File: src/sma_cfg.svh
// Timing and framing constants shared by both ends of the serial link.
// Assumes inclusion by bare name; holds definitions only.
`ifndef SMA_CFG_SVH
`define SMA_CFG_SVH

// ----------------------------------------------------------------
// Frame layout
// ----------------------------------------------------------------
`define SMA_ADDR_BITS      7
`define SMA_DATA_BITS      8
`define SMA_FRAME_BITS     16
`define SMA_DIR_READ       1'b1
`define SMA_DIR_WRITE      1'b0

// ----------------------------------------------------------------
// Link clock divider for the master; slave register reset value
// ----------------------------------------------------------------
`define SMA_HALF_DIV       5
`define SMA_REG_RESET      8'h00

`endif

File: src/sma_pkg.sv
// Types used by the master end of the serial register link.
// Assumes sma_cfg.svh for widths.
`include "sma_cfg.svh"

package sma_pkg;
    // Command that the user side hands to the master
    typedef struct packed {
        logic       rd;
        logic [6:0] addr;
        logic [7:0] data;
    } sma_cmd_t;
endpackage

File: src/sma_if.sv
// Interface that carries the four serial wires between the two ends.
// Assumes both ends sample it on their own clocks.
`timescale 1ns/100ps
`default_nettype none

interface sma_if;
    logic sclk;
    logic cs_b;
    logic mosi;
    logic miso;
    logic miso_oe;

    modport master (
        output sclk,
        output cs_b,
        output mosi,
        input  miso
    );
    modport slave (
        input  sclk,
        input  cs_b,
        input  mosi,
        output miso,
        output miso_oe
    );
endinterface

`default_nettype wire

File: src/sma_fifo.sv
// Small valid/ready FIFO used in the master's command path.
// Assumes one clock domain.
`timescale 1ns/100ps
`default_nettype none

module sma_fifo #(
    parameter int WIDTH = 16,
    parameter int DEPTH = 4
) (
    input  wire logic             clk_i,
    input  wire logic             rst_b_i,
    input  wire logic             in_valid_i,
    output logic                  in_ready_o,
    input  wire logic [WIDTH-1:0] in_data_i,
    output logic                  out_valid_o,
    input  wire logic             out_ready_i,
    output logic      [WIDTH-1:0] out_data_o
);
    localparam int AW = $clog2(DEPTH);

    logic [WIDTH-1:0] mem_reg [DEPTH];
    logic [AW-1:0]    wr_reg;
    logic [AW-1:0]    rd_reg;
    logic [AW:0]      cnt_reg;
    logic             push;
    logic             pop;

    // ----------------------------------------------------------------
    // Handshakes
    // ----------------------------------------------------------------
    assign in_ready_o  = (cnt_reg != (AW+1)'(DEPTH));
    assign out_valid_o = (cnt_reg != '0);
    assign out_data_o  = mem_reg[rd_reg];
    assign push        = in_valid_i && in_ready_o;
    assign pop         = out_valid_o && out_ready_i;

    // Storage has no reset; only pointers matter
    always_ff @(posedge clk_i) begin
        if (push) begin
            mem_reg[wr_reg] <= in_data_i;
        end
    end

    // Pointers wrap; depth is assumed a power of two
    always_ff @(posedge clk_i or negedge rst_b_i) begin
        if (!rst_b_i) begin
            wr_reg  <= '0;
            rd_reg  <= '0;
            cnt_reg <= '0;
        end else begin
            wr_reg  <= push ? wr_reg + 1'b1 : wr_reg;
            rd_reg  <= pop ? rd_reg + 1'b1 : rd_reg;
            cnt_reg <= cnt_reg + (AW+1)'(push) - (AW+1)'(pop);
        end
    end
endmodule

`default_nettype wire

File: src/sma_master.sv
// Master end: takes commands through a FIFO and runs link frames.
// Assumes miso is asynchronous; sclk derived from clk_i by a divider.
`timescale 1ns/100ps
`default_nettype none
`include "sma_cfg.svh"

module sma_master #(
    parameter int HALF = `SMA_HALF_DIV
) (
    input  wire logic            clk_i,
    input  wire logic            rst_b_i,
    input  wire logic            cpol_i,
    input  wire logic            cpha_i,
    input  wire logic            cmd_valid_i,
    output logic                 cmd_ready_o,
    input  wire sma_pkg::sma_cmd_t cmd_i,
    sma_if.master                link,
    output logic                 rd_valid_o,
    output logic [7:0]           rd_data_o
);
    typedef enum logic [1:0] {S_IDLE, S_SETUP, S_RUN, S_END} sma_st_t;
    typedef struct packed {
        sma_st_t    st;
        logic [1:0] miso_s;
        logic [7:0] div;
        logic [5:0] edges;
        logic [15:0] tx;
        logic [7:0] rx;
        logic       rd;
        logic       pend;
        logic       sclk;
        logic       cs_b;
        logic       mosi;
        logic       rv;
        logic [7:0] rdata;
    } sma_mst_t;

    sma_mst_t st_reg;
    sma_mst_t st_next;
    logic       f_valid;
    logic       f_pop;
    logic [15:0] f_data;
    logic       lead;

    // ----------------------------------------------------------------
    // Command buffer: stalls the user when four are queued
    // ----------------------------------------------------------------
    sma_fifo #(.WIDTH(16), .DEPTH(4)) u_fifo (
        .clk_i      (clk_i),
        .rst_b_i    (rst_b_i),
        .in_valid_i (cmd_valid_i),
        .in_ready_o (cmd_ready_o),
        .in_data_i  (cmd_i),
        .out_valid_o(f_valid),
        .out_ready_i(f_pop),
        .out_data_o (f_data)
    );

    assign f_pop = (st_reg.st == S_IDLE) && f_valid;
    assign lead  = !st_reg.edges[0];

    always_comb begin
        st_next = st_reg;
        st_next.miso_s = {st_reg.miso_s[0], link.miso};
        st_next.rv     = 1'b0;
        unique case (st_reg.st)
            S_IDLE: begin
                st_next.sclk = cpol_i;
                st_next.cs_b = 1'b1;
                if (f_valid) begin
                    st_next.tx   = f_data;
                    st_next.rd   = f_data[15];
                    st_next.cs_b = 1'b0;
                    st_next.mosi = f_data[15];
                    st_next.div  = '0;
                    st_next.edges = '0;
                    st_next.pend  = 1'b0;
                    st_next.st   = S_SETUP;
                end
            end
            S_SETUP: begin
                // Half period with data stable before first edge
                st_next.div = st_reg.div + 8'd1;
                if (st_reg.div == 8'(HALF - 1)) begin
                    st_next.div = '0;
                    st_next.st  = S_RUN;
                end
            end
            S_RUN: begin
                st_next.div = st_reg.div + 8'd1;
                if (st_reg.div == 8'(HALF - 1)) begin
                    st_next.div   = '0;
                    st_next.sclk  = !st_reg.sclk;
                    st_next.edges = st_reg.edges + 6'd1;
                    // Mark the capture on leading or trailing per phase
                    if (lead != cpha_i) begin
                        st_next.pend = 1'b1;
                    end
                    // Launch on the other edge, skip phase-0 first bit
                    if (lead == cpha_i) begin
                        st_next.mosi = cpha_i ? st_reg.tx[15]
                                              : st_reg.tx[14];
                        st_next.tx = {st_reg.tx[14:0], 1'b0};
                    end
                    if (st_reg.edges == 6'd31) begin
                        st_next.st = S_END;
                    end
                end
            end
            S_END: begin
                // Close frame after the final bit
                st_next.div = st_reg.div + 8'd1;
                if (st_reg.div == 8'(HALF - 1)) begin
                    st_next.cs_b  = 1'b1;
                    st_next.rv    = st_reg.rd;
                    st_next.rdata = st_reg.rx;
                    st_next.st    = S_IDLE;
                end
            end
        endcase
        // Capture late: the returned bit crosses two synchronisers
        // on each end, five cycles that a half period barely covers
        if (st_reg.pend && st_reg.div == 8'd1) begin
            st_next.rx   = {st_reg.rx[6:0], st_reg.miso_s[1]};
            st_next.pend = 1'b0;
        end
    end

    always_ff @(posedge clk_i or negedge rst_b_i) begin
        if (!rst_b_i) begin
            st_reg      <= '0;
            st_reg.cs_b <= 1'b1;
        end else begin
            st_reg <= st_next;
        end
    end

    assign link.sclk  = st_reg.sclk;
    assign link.cs_b  = st_reg.cs_b;
    assign link.mosi  = st_reg.mosi;
    assign rd_valid_o = st_reg.rv;
    assign rd_data_o  = st_reg.rdata;
endmodule

`default_nettype wire

File: src/flat_wrapper.sv
// flat-port wrapper written by rule: the top's interface ports become plain ports
module sma_master_flat 
#(
    parameter int HALF = `SMA_HALF_DIV
)
  (clk_i, rst_b_i, cpol_i, cpha_i, cmd_valid_i, cmd_ready_o, cmd_i, rd_valid_o, rd_data_o, link_sclk, link_cs_b, link_mosi, link_miso);
  sma_if link_i ();
  input  wire logic clk_i;
  input  wire logic rst_b_i;
  input  wire logic cpol_i;
  input  wire logic cpha_i;
  input  wire logic cmd_valid_i;
  output logic cmd_ready_o;
  input  wire sma_pkg::sma_cmd_t cmd_i;
  output logic rd_valid_o;
  output logic [7:0] rd_data_o;
  output wire logic [$bits(link_i.sclk)-1:0] link_sclk;
  output wire logic [$bits(link_i.cs_b)-1:0] link_cs_b;
  output wire logic [$bits(link_i.mosi)-1:0] link_mosi;
  input wire logic [$bits(link_i.miso)-1:0] link_miso;
  assign link_sclk = link_i.sclk;
  assign link_cs_b = link_i.cs_b;
  assign link_mosi = link_i.mosi;
  assign link_i.miso = link_miso;
  sma_master #(.HALF(HALF)) u_core (.clk_i(clk_i), .rst_b_i(rst_b_i), .cpol_i(cpol_i), .cpha_i(cpha_i), .cmd_valid_i(cmd_valid_i), .cmd_ready_o(cmd_ready_o), .cmd_i(cmd_i), .link(link_i), .rd_valid_o(rd_valid_o), .rd_data_o(rd_data_o));
endmodule
File: config.mk
export PLATFORM = sky130hd
export DESIGN_NAME = sma_master_flat
export DESIGN_NICKNAME = d
export VERILOG_FILES = /design/src/sma_pkg.sv /design/src/sma_if.sv /design/src/sma_fifo.sv /design/src/sma_master.sv /design/src/flat_wrapper.sv
export VERILOG_INCLUDE_DIRS = /design/src
export SDC_FILE = /design/constraint.sdc
export NUM_CORES = 1
export LEC_CHECK = 0
export ABC_AREA = 1
export BUFFER_PORTS_ARGS = -buffer_cell sky130_fd_sc_hd__buf_2
export CELL_PAD_IN_SITES_DETAIL_PLACEMENT = 0
export CELL_PAD_IN_SITES_GLOBAL_PLACEMENT = 2
export CORE_MARGIN = 10
export CORE_UTILIZATION = 27
export CTS_BUF_LIST = sky130_fd_sc_hd__clkbuf_8
export DETAILED_ROUTE_END_ITERATION = 8
export GPL_TIMING_DRIVEN = 0
export PLACE_DENSITY_LB_ADDON = 0.12
export SYNTH_ARGS = -nofsm -noshare
export SYNTH_HDL_FRONTEND = slang
export SYNTH_HIERARCHICAL = 1
export SYNTH_SLANG_ARGS = --single-unit
File: constraint.sdc
create_clock -name clk_i -period 4.9 [get_ports clk_i]
set_input_delay 0.98 -clock clk_i [delete_from_list [all_inputs] [get_ports clk_i]]
set_output_delay 0.98 -clock clk_i [all_outputs]
set_load 0.02 [all_outputs]
* After elaboration in Yosys (flattened, before gate mapping)
Memories as Yosys holds them, arrays and structs flattened.
Index checks and enable logic that the tools add are counted.
** Word-level totals
- Register bits :: 63
- Bits in latches :: 0
- RAM bits :: 64
- ROM bits :: 0
- Output and inout port bits :: 13
- Word-level logic and storage cells :: 88
- Memories kept :: 1
** Memories
- u_core.u_fifo.mem_reg :: depth 4, width 16, rd ports 1, clocked after Yosys merged registers in 0, write ports 1, RTL line sma_fifo.sv:21 : logic [WIDTH-1:0] mem_reg [DEPTH];
** Operators by class
- Add/sub/neg operators :: 6
- Multiply operators :: 0
- Div/mod/pow operators :: 0
- $lt $le $gt $ge :: 0
- Equality and inequality tests :: 18
- Shifts and indexed selects :: 0
- Mux-type cells :: 28
- Bitwise gates (word level) :: 0
- Reduce and logical (&&, ||, !) cells :: 19
** Operators with widths (count)
- $mux W30 :: 2
- $pmux W22 S2 :: 1
- $pmux W8 S4 :: 1
- $mux W9 :: 2
- $mux W16 :: 1
- $mux W2 :: 7
- $ne A2 B1 Y1 const B :: 6
- $mux W1 :: 9
- $add A8 B1 Y8 const B :: 1
- $eq A8 B1 Y1 const B :: 1
- $eq A8 B3 Y1 const B :: 1
- $mux W8 :: 1
- $pmux W2 S4 :: 1
- $reduce_and A2 Y1 :: 4
- $reduce_and A4 Y1 :: 2
- $add A6 B1 Y6 const B :: 1
- $eq A6 B5 Y1 const B :: 1
- $ne A3 B1 Y1 const B :: 2
- $reduce_bool A3 Y1 :: 2
- $reduce_and A5 Y1 :: 1
- $add A2 B1 Y2 const B :: 2
- $eq A2 B2 Y1 const B :: 2
- $logic_and A1 B1 Y1 :: 4
- $pmux W1 S2 :: 2
- other kinds (12) :: 14

* Longest topological paths before layout
Gate-level depths: netlist of run 1.
- Depth after elaboration :: 6
- Gate-level depth with buffers :: 14
- Gate-level depth less buffers :: 14

* Cells and area by module
The synthesis of run 1 kept the hierarchy.
** Modules (own cells, without submodules)
- sma_fifo :: instances 1, cells each 261, area an instance 2985.4 um^2, sequential area each 2097.0 um^2
- sma_master :: instances 1, cells each 359, area an instance 2932.8 um^2, sequential area each 1402.6 um^2

* Worst setup path before layout of run 1
No wires, ideal clock.
- Kind :: in2reg
- Start :: in cmd_valid_i
- End :: reg u_core.u_fifo.cnt_reg[2]
- Library setup time :: 0.117 ns
- Arrival time :: 2.037 ns
- Setup slack :: 2.747 ns
- Cell stages on the path :: 8
- Path through :: nand2_4 -> ha_1 -> inv_1 -> ha_1 -> inv_1 -> fa_1 -> nand3_1 -> nand2_1
** Between the ends
- Cells in the longest elaborated chain, start to end :: 3
** RTL lines
- from (decl) :: RTL line flat_wrapper.sv:12 : input wire logic cmd_valid_i;
- $logic_and A1 B1 Y1 :: RTL line sma_fifo.sv:34 : assign push = in_valid_i && in_ready_o;
- $add A3 B1 Y3 :: RTL line sma_fifo.sv:53 : cnt_reg <= cnt_reg + (AW+1)'(push) - (AW+1)'(pop);
- $sub A3 B1 Y3 :: RTL line sma_fifo.sv:53
- to (signal assigned) :: RTL line sma_fifo.sv:53
- to (decl) :: RTL line sma_fifo.sv:24 : logic [AW:0] cnt_reg;
Every way passes these cells.
A chain may end at the register's enable or synchronous reset.

* Worst setup path after layout of run 1
- Start :: reg u_core.u_fifo.cnt_reg[1]
- End :: reg u_core.u_fifo.cnt_reg[2]
** Between the ends
- Cells in the longest elaborated chain, start to end :: 4
- Elaborated cells between the ends (all ways) :: 7
- Classes of those cells :: add/sub: 2; eq/ne: 1; reduce/logical: 4
** RTL lines
- $reduce_bool A3 Y1 :: RTL line sma_fifo.sv:32 : assign out_valid_o = (cnt_reg != '0);
- via u_core.f_valid :: RTL line sma_master.sv:40 : logic f_valid;
- $logic_and A1 B1 Y1 :: RTL line sma_master.sv:59 : assign f_pop = (st_reg.st == S_IDLE) && f_valid;
- via u_core.f_pop :: RTL line sma_master.sv:41 : logic f_pop;
- $logic_and A1 B1 Y1 :: RTL line sma_fifo.sv:35 : assign pop = out_valid_o && out_ready_i;
- via u_core.u_fifo.pop :: RTL line sma_fifo.sv:26 : logic pop;
- $sub A3 B1 Y3 :: RTL line sma_fifo.sv:53
The timed path passes the listed nets, and every way through them passes these cells.

==> run_results.csv, run 1 <==
group,metric,value,unit
status,status,"finished, final reports clean",
setup_path,crit_path_max_fanout,7,
timing,fin_skew,0.0108,ns
clock_network,htreeDepth,4,
detailed_routing,drt_iter0_drc,213,
final_layout,antenna_cells,0,
clock_network,tritoncts,"done",
setup_path,cp-startpoint,"u_core/u_fifo/cnt_reg[1]$_DFF_PN0_",
logic_synthesis,synthDistinctLibCells,34,
place,gp_congestion,0.688,
floorplan,die_h,168,µm
clock_network,cts.sinks,127,
clock_network,insertion_delay,0.43,ns
logic_synthesis,synthSimpleGateAreaFrac,0.216,
timing,rsz0062_at_grt,"false",
setup_path,rr_worst_depth,13,
setup_path,path_buf_inv,4,
setup_path,crit_path_max_incr_delay,0.44,ns
timing,hold_violations,0,
clock_network,numCtsBuffers,17,
detailed_routing,first_pass_iters,4,
power,power_density,572,nW/µm²
setup_path,r2r_slack,2.41,ns
timing,worst_pin_slew,0.650,ns
setup_path,worstReg2RegEnd,"u_core/u_fifo/cnt_reg[2]$_DFF_PN0_",
logic_synthesis,synth_edf_count,64,
logic_synthesis,synth_ff_type,"edfxtp_1",
setup_path,crit_end,"u_core/u_fifo/cnt_reg[2]$_DFF_PN0_",
worst_hold_path,hold_class,"register to register",
clock_network,postCtsSetupBuffers,0,
logic_synthesis,synth.cell_area,5920,µm²
final_layout,syn_to_final_growth,16.9,%
setup_path,cp.required,5.23,ns
floorplan,io_pins,35,
timing,finalCritPeriodShare,0.509,
global_route,grt.total_usage,0.106,
timing,hold_ws,0.355,ns
clock_network,cts-resized-gates,0,
final_layout,drive_gt1_frac,0.168,
logic_synthesis,seq_area_frac_synth,0.591,
detailed_routing,route.detailed.drc,0,
global_route,grt_overflow,0,
setup_path,cp-end-kind,"register",
detailed_routing,vias,4119,
setup_path,worstPathArrival,2.83,ns
global_route,grt_max_degree,37,
setup_path,crit_family,"simple AND/OR/NAND/NOR gates",
floorplan,initial_core_util,0.273,
final_layout,fillCellCount,2246,
global_route,grt_pass1_vias,4276,
clock_network,clock-root-buffer,"clkbuf_8",
setup_path,crit_cells,13,
logic_synthesis,synth_area_per_cell,9.55,µm²
setup_path,cp_cell_sequence,"nor2_1, nand2_1, nand2_1, inv_1, nand2_1, inv_1, ha_1, inv_1, ha_1, inv_1, fa_1, nand3_1, nand2_1",
clock_network,cts.clk_slew.worst_paths,0.08,ns
setup_path,r2r-start,"u_core/u_fifo/cnt_reg[1]$_DFF_PN0_",
global_route,antenna_found_initial,0,
place,dpl.hpwl,10300,µm
logic_synthesis,muxShareOfSynthArea,0,
logic_synthesis,synth_top_family_by_area,"simple AND/OR/NAND/NOR gates",
setup_path,critPathKind,"register to register",
logic_synthesis,async_reset_ff_frac,0.496,
timing,max_slew_margin,0.566,
global_route,grt_pass1_wl,23400,µm
logic_synthesis,synth_nets,657,
final_layout,nets,715,
detailed_routing,wire_per_inst,14.8,µm
power,power_leakage,3.16,nW
place,io_buffers,34,
final_layout,largest_register_ffs,64,
detailed_routing,totalWireLength,14400,µm
clock_network,ctsHoldBuffers,0,
clock_network,clockBufferDepth,2,
setup_path,start_kind,"register",
detailed_routing,detail-route-antenna-nets,0,
logic_synthesis,synth_compound_area_frac,0.0693,
logic_synthesis,ys_ff_latch,127,
timing,maxSlewViolCount,0,
logic_synthesis,synth_adder_area_share,0.0330,
power,peakVddDrop,0.000195,V
logic_synthesis,yosys_warnings,6,
timing,setup_violations,0,
floorplan,die_w,168,µm
power,power,3.95,mW
floorplan,rows,54,
timing,fin_crit,2.49,ns
logic_synthesis,syn_inst,620,
logic_synthesis,synth_xor_area_frac,0.0104,
flow_run,maxCapViolations,0,
floorplan,fp.coreArea,21700,µm²
detailed_routing,vias_per_cell,4.25,
timing,max_freq,401,MHz
floorplan,dieArea,28200,µm²
timing,fin_tns_setup,0,ns
setup_path,crit_slowest_cell,"dfrtp_1",
-- final cells by class --
class	count	area [µm²]	share of cell area
Clock buffer	17	234	0.0338
Buffer	30	236	0.0342
Sequential cell	127	3500	0.506
Multi-Input combinational cell	400	1950	0.282
Tap cell	280	350	0.0506
Inverter	63	239	0.0345
Clock inverter	14	156	0.0226
Timing Repair Buffer	39	249	0.0360
-- cells in the final DEF, fill, tap and decap left out, drive strengths merged --
cell	n
nand2	198
inv	68
o21ai	66
buf	65
edfxtp	64
dfrtp	62
nor2	54
nand3	45
clkbuf	21
ha	14
xor2	6
clkinv	6
nand4	4
a21oi	3
a31oi	3
bufinv	2
clkinvlp	1
xnor2	1
o211ai	1
nand3b	1
a21boi	1
o31ai	1
o22ai	1
dfstp	1
fa	1
-- worst min path at each step --
stage / start / to / slack, ns / cells past startpoint
finish: u_core/st_next[53]$_DFF_PN0_ / u_core/st_reg[53]$_DFF_PN0_ / 0.36 / 0
global route: u_core/st_next[53]$_DFF_PN0_ / u_core/st_reg[53]$_DFF_PN0_ / 0.37 / 0
CTS: u_core/st_next[53]$_DFF_PN0_ / u_core/st_reg[53]$_DFF_PN0_ / 0.36 / 0
detailed placement: u_core/st_next[53]$_DFF_PN0_ / u_core/st_reg[53]$_DFF_PN0_ / 0.34 / 0
global placement: u_core/st_next[53]$_DFF_PN0_ / u_core/st_reg[53]$_DFF_PN0_ / 0.34 / 0
floorplan: u_core/st_next[53]$_DFF_PN0_ / u_core/st_reg[53]$_DFF_PN0_ / 0.33 / 0
-- stage by stage --
stage | std cells | cell area (µm²) | utilization | setup slack, ns
floorplan | 620 | 5920 | - | 2.75
finish | 970 | 6920 | 0.319 | 2.41
global route | 970 | 6920 | 0.319 | 2.18
detailed placement | 939 | 6530 | 0.301 | 2.36
global placement | 934 | 6440 | 0.297 | 1.88
CTS | 970 | 6920 | 0.319 | 2.34
-- cells in the mapped netlist, types with 2 or more instances --
master    instances  area [µm²]
a31oi_1           2        12.5
a21oi_1           3        15.0
xor2_1            6        52.6
nand2_4           4        45.0
buf_2             6        30.0
nand4_1           4        25.0
nand2_2           2        12.5
nand2_1         192         721
edfxtp_1         64        1920
nand3_1          44         220
o21ai_0          55         275
clkbuf_1          4        15.0
ha_1             14         175
inv_1            61         229
nor2_4            3        33.8
buf_4             9        67.6
buf_6            11         124
o21ai_1          10        50.1
nor2_1           50         188
dfrtp_1          62        1550
-- layer usage --
layer | part of all wire | vias up | GRT usage
met5 | 0 | - | 0
met4 | 0.0095 | 0 | 0.0337
met1 | 0.46 | 1939 | 0.130
met2 | 0.49 | 56 | 0.177
met3 | 0.039 | 9 | 0.0291
li1 | - | 2115 | -
-- where the power goes --
group          leakage, nW  internal [mW]  switching, mW  total (mW)
Sequential            1.41           1.37          0.109        1.48
Combinational         1.55          0.521           1.05        1.57
Clock                0.198          0.458          0.447       0.905
Total                 3.16           2.35           1.60        3.95
-- logic make-up (layout without fill, tap and decap cells) --
| logic type | Yosys count | after routing |
|---|---|---|
| compound gates | 76 | 76 |
| buf+inv | 93 | 163 |
| xor+xnor | 7 | 7 |
| fa+ha+maj | 15 | 15 |
| flops | 127 | 127 |
| simple gates | 302 | 302 |
Note: power is estimated with default switching activity, not from simulation.
==> run 2, diff against run 1 <==
==> constraint.sdc (replaced) <==
create_clock -name clk_i -period 2 [get_ports clk_i]
set_input_delay 0.4 -clock clk_i [delete_from_list [all_inputs] [get_ports clk_i]]
set_output_delay 0.4 -clock clk_i [all_outputs]
set_load 0.02 [all_outputs]
==> run 2 against run 1 <==
First-iteration DRC count grew 16%. Die area unchanged. Maximum frequency is 27% higher. Cell count grew 1.8%. Worst hold slack worse by 0.30 ns. Routed wire length increased by 1.9%. Design area rose by 4.2%. Sequential power increased by 140%. Critical path depth fell by 1. Global-route usage rose by 0.14 points. Count of clock-buffer cells in the layout is the same. Critical endpoint is now u_core/u_fifo/cnt_reg[1]$_DFF_PN0_.
==> run_results.csv, run 2 (synthesis gave the netlist of run 1 again) <==
group,metric,value,unit
status,status,"finished, final reports clean",
detailed_routing,vias_per_cell,4.23,
global_route,grt_use_met2,0.172,
power,power_density,1440,nW/µm²
setup_path,cp-end-kind,"register",
timing,setup_violations,0,
final_layout,layout_commonest_cell,"nand2_1",
clock_network,cts.sinks,127,
setup_path,crit_slowest_cell,"fa_2",
final_layout,fillCellCount,2255,
final_layout,multiInputGateArea,2040,µm²
timing,worst_pin_slew,0.541,ns
timing,hold_ws,0.0548,ns
setup_path,path_buf_inv,6,
setup_path,cp-startpoint,"u_core/st_reg[54]$_DFFE_PN0P_",
timing,hold_violations,0,
floorplan,rows,54,
floorplan,dieArea,28200,µm²
worst_hold_path,holdPathStages,1,
final_layout,largest_register_ffs,64,
setup_path,worstPathArrival,2.30,ns
clock_network,insertion_delay,0.45,ns
worst_hold_path,hold_start,"link_miso",
setup_path,r2r_slack,0.04,ns
clock_network,numCtsBuffers,17,
worst_hold_path,hold_class,"primary input to register",
setup_path,start_kind,"register",
global_route,top_usage_layer,"met2",
timing,setup_slack,0.0442,ns
global_route,grt.total_usage,0.108,
timing,max_slew_margin,0.639,
final_layout,antenna_cells,0,
global_route,grt_pass1_wl,23800,µm
clock_network,clockBufferDepth,2,
setup_path,cp_cell_sequence,"inv_2, ha_4, nand2_4, inv_4, nand2_4, inv_2, ha_4, inv_2, ha_4, inv_2, fa_2, inv_1",
floorplan,die_w,168,µm
floorplan,die_h,168,µm
final_layout,seq_area,3500,µm²
final_layout,final_util,0.332,
detailed_routing,vias,4172,
timing,fin_skew,0.0142,ns
global_route,use_met1,0.140,
final_layout,drive_gt1_frac,0.212,
detailed_routing,totalWireLength,14700,µm
detailed_routing,first_pass_iters,4,
setup_path,rr_worst_depth,12,
final_layout,nets,731,
setup_path,critPathKind,"register to register",
worst_hold_path,min_to,"u_core/st_next[53]$_DFF_PN0_",
place,gp_congestion,0.706,
place,dpl.hpwl,9870,µm
final_layout,layout_common_cells,"nand2_1, edfxtp_1, dfrtp_1",
detailed_routing,drt_iter0_drc,248,
place,preCtsSetupSlack,-0.340,ns
detailed_routing,detail-route-antenna-nets,0,
power,power_leakage,3.26,nW
setup_path,crit_path_max_fanout,4,
clock_network,htreeDepth,4,
timing,max_freq,511,MHz
setup_path,worstReg2RegEnd,"u_core/u_fifo/cnt_reg[1]$_DFF_PN0_",
timing,fin_crit,1.96,ns
global_route,antenna_found_initial,0,
timing,rsz0062_at_grt,"true",
detailed_routing,wire_per_inst,14.9,µm
power,peakVddDrop,0.000578,V
global_route,grt_util_met3,0.0240,
clock_network,cts.clk_slew.worst_paths,0.08,ns
detailed_routing,route.detailed.drc,0,
clock_network,tritoncts,"done",
setup_path,crit_family,"adder cells",
timing,fin_tns_setup,0,ns
setup_path,crit_path_max_incr_delay,0.50,ns
floorplan,initial_core_util,0.273,
timing,finalCritPeriodShare,0.978,
floorplan,io_pins,35,
global_route,grt_max_degree,48,
global_route,grt_overflow,0,
setup_path,cpMostUsedCell,"inv_2",
floorplan,fp.coreArea,21700,µm²
flow_run,maxCapViolations,0,
global_route,grt_pass1_vias,4278,
clock_network,clock-root-buffer,"clkbuf_8",
place,io_buffers,34,
setup_path,cp.required,2.35,ns
timing,maxSlewViolCount,0,
setup_path,r2r-start,"u_core/st_reg[54]$_DFFE_PN0P_",
final_layout,syn_to_final_growth,21.8,%
run 2: per-layer routing:
| layer | share of wire | wire length (µm) |
|---|---|---|
| met5 | 0 | 0 |
| met4 | 0.013 | 184 |
| met3 | 0.029 | 420 |
| met2 | 0.46 | 6760 |
| met1 | 0.50 | 7300 |
run 2: cell type report:
type                            count  share of cell area
Sequential cell                   127               0.486
Buffer                             30              0.0333
Multi-Input combinational cell    400               0.283
Tap cell                          280              0.0486
Timing Repair Buffer               55              0.0536
Clock inverter                     15              0.0288
Clock buffer                       17              0.0325
Inverter                           63              0.0340
run 2: worst reg2reg max path: stages (launching register included):
cell,delay (ns)
dfrtp_1,0.42
inv_2,0.10
ha_4,0.17
nand2_4,0.07
inv_4,0.06
nand2_4,0.05
inv_2,0.06
ha_4,0.19
inv_2,0.06
ha_4,0.12
inv_2,0.03
fa_2,0.50
inv_1,0.03
run 2: worst max path at each step:
stage / endpoint / slack, ns / cells past startpoint
2_1_floorplan: u_core/u_fifo/cnt_reg[2]$_DFF_PN0_ / 0.01 / 13
3_5_place_dp: u_core/u_fifo/cnt_reg[2]$_DFF_PN0_ / -0.34 / 13
4_1_cts: u_core/u_fifo/mem_reg[0][4]$_DFFE_PP_ / 0.002 / 7
6_report: u_core/u_fifo/cnt_reg[1]$_DFF_PN0_ / 0.04 / 12
3_3_place_gp: u_core/u_fifo/mem_reg[3][13]$_DFFE_PP_ / -0.57 / 4
5_1_grt: u_core/u_fifo/cnt_reg[1]$_DFF_PN0_ / -0.04 / 12
run 2: power breakdown:
part	switching, mW	total, mW	internal (mW)
Combinational	2.71	4.26	1.54
Sequential	0.261	3.62	3.36
Clock	1.15	2.52	1.38
Total	4.12	10.4	6.28
run 2: what timing repair did:
item	4_1_cts	5_1_grt
setup buffers	9	6
endpoints found under the hold margin	16	0
gates resized for setup	21	8
hold buffers	1	0
endpoints found under the setup margin	12	30
pin swaps	6	2
run 2: through the flow:
stage	std cells	power [mW]	instance area (µm²)
floorplan	620	6.33	5930
global placement	934	7.54	6450
detailed placement	939	7.63	6550
CTS	981	10.5	7140
global route	987	11.3	7210
finish	987	10.4	7210
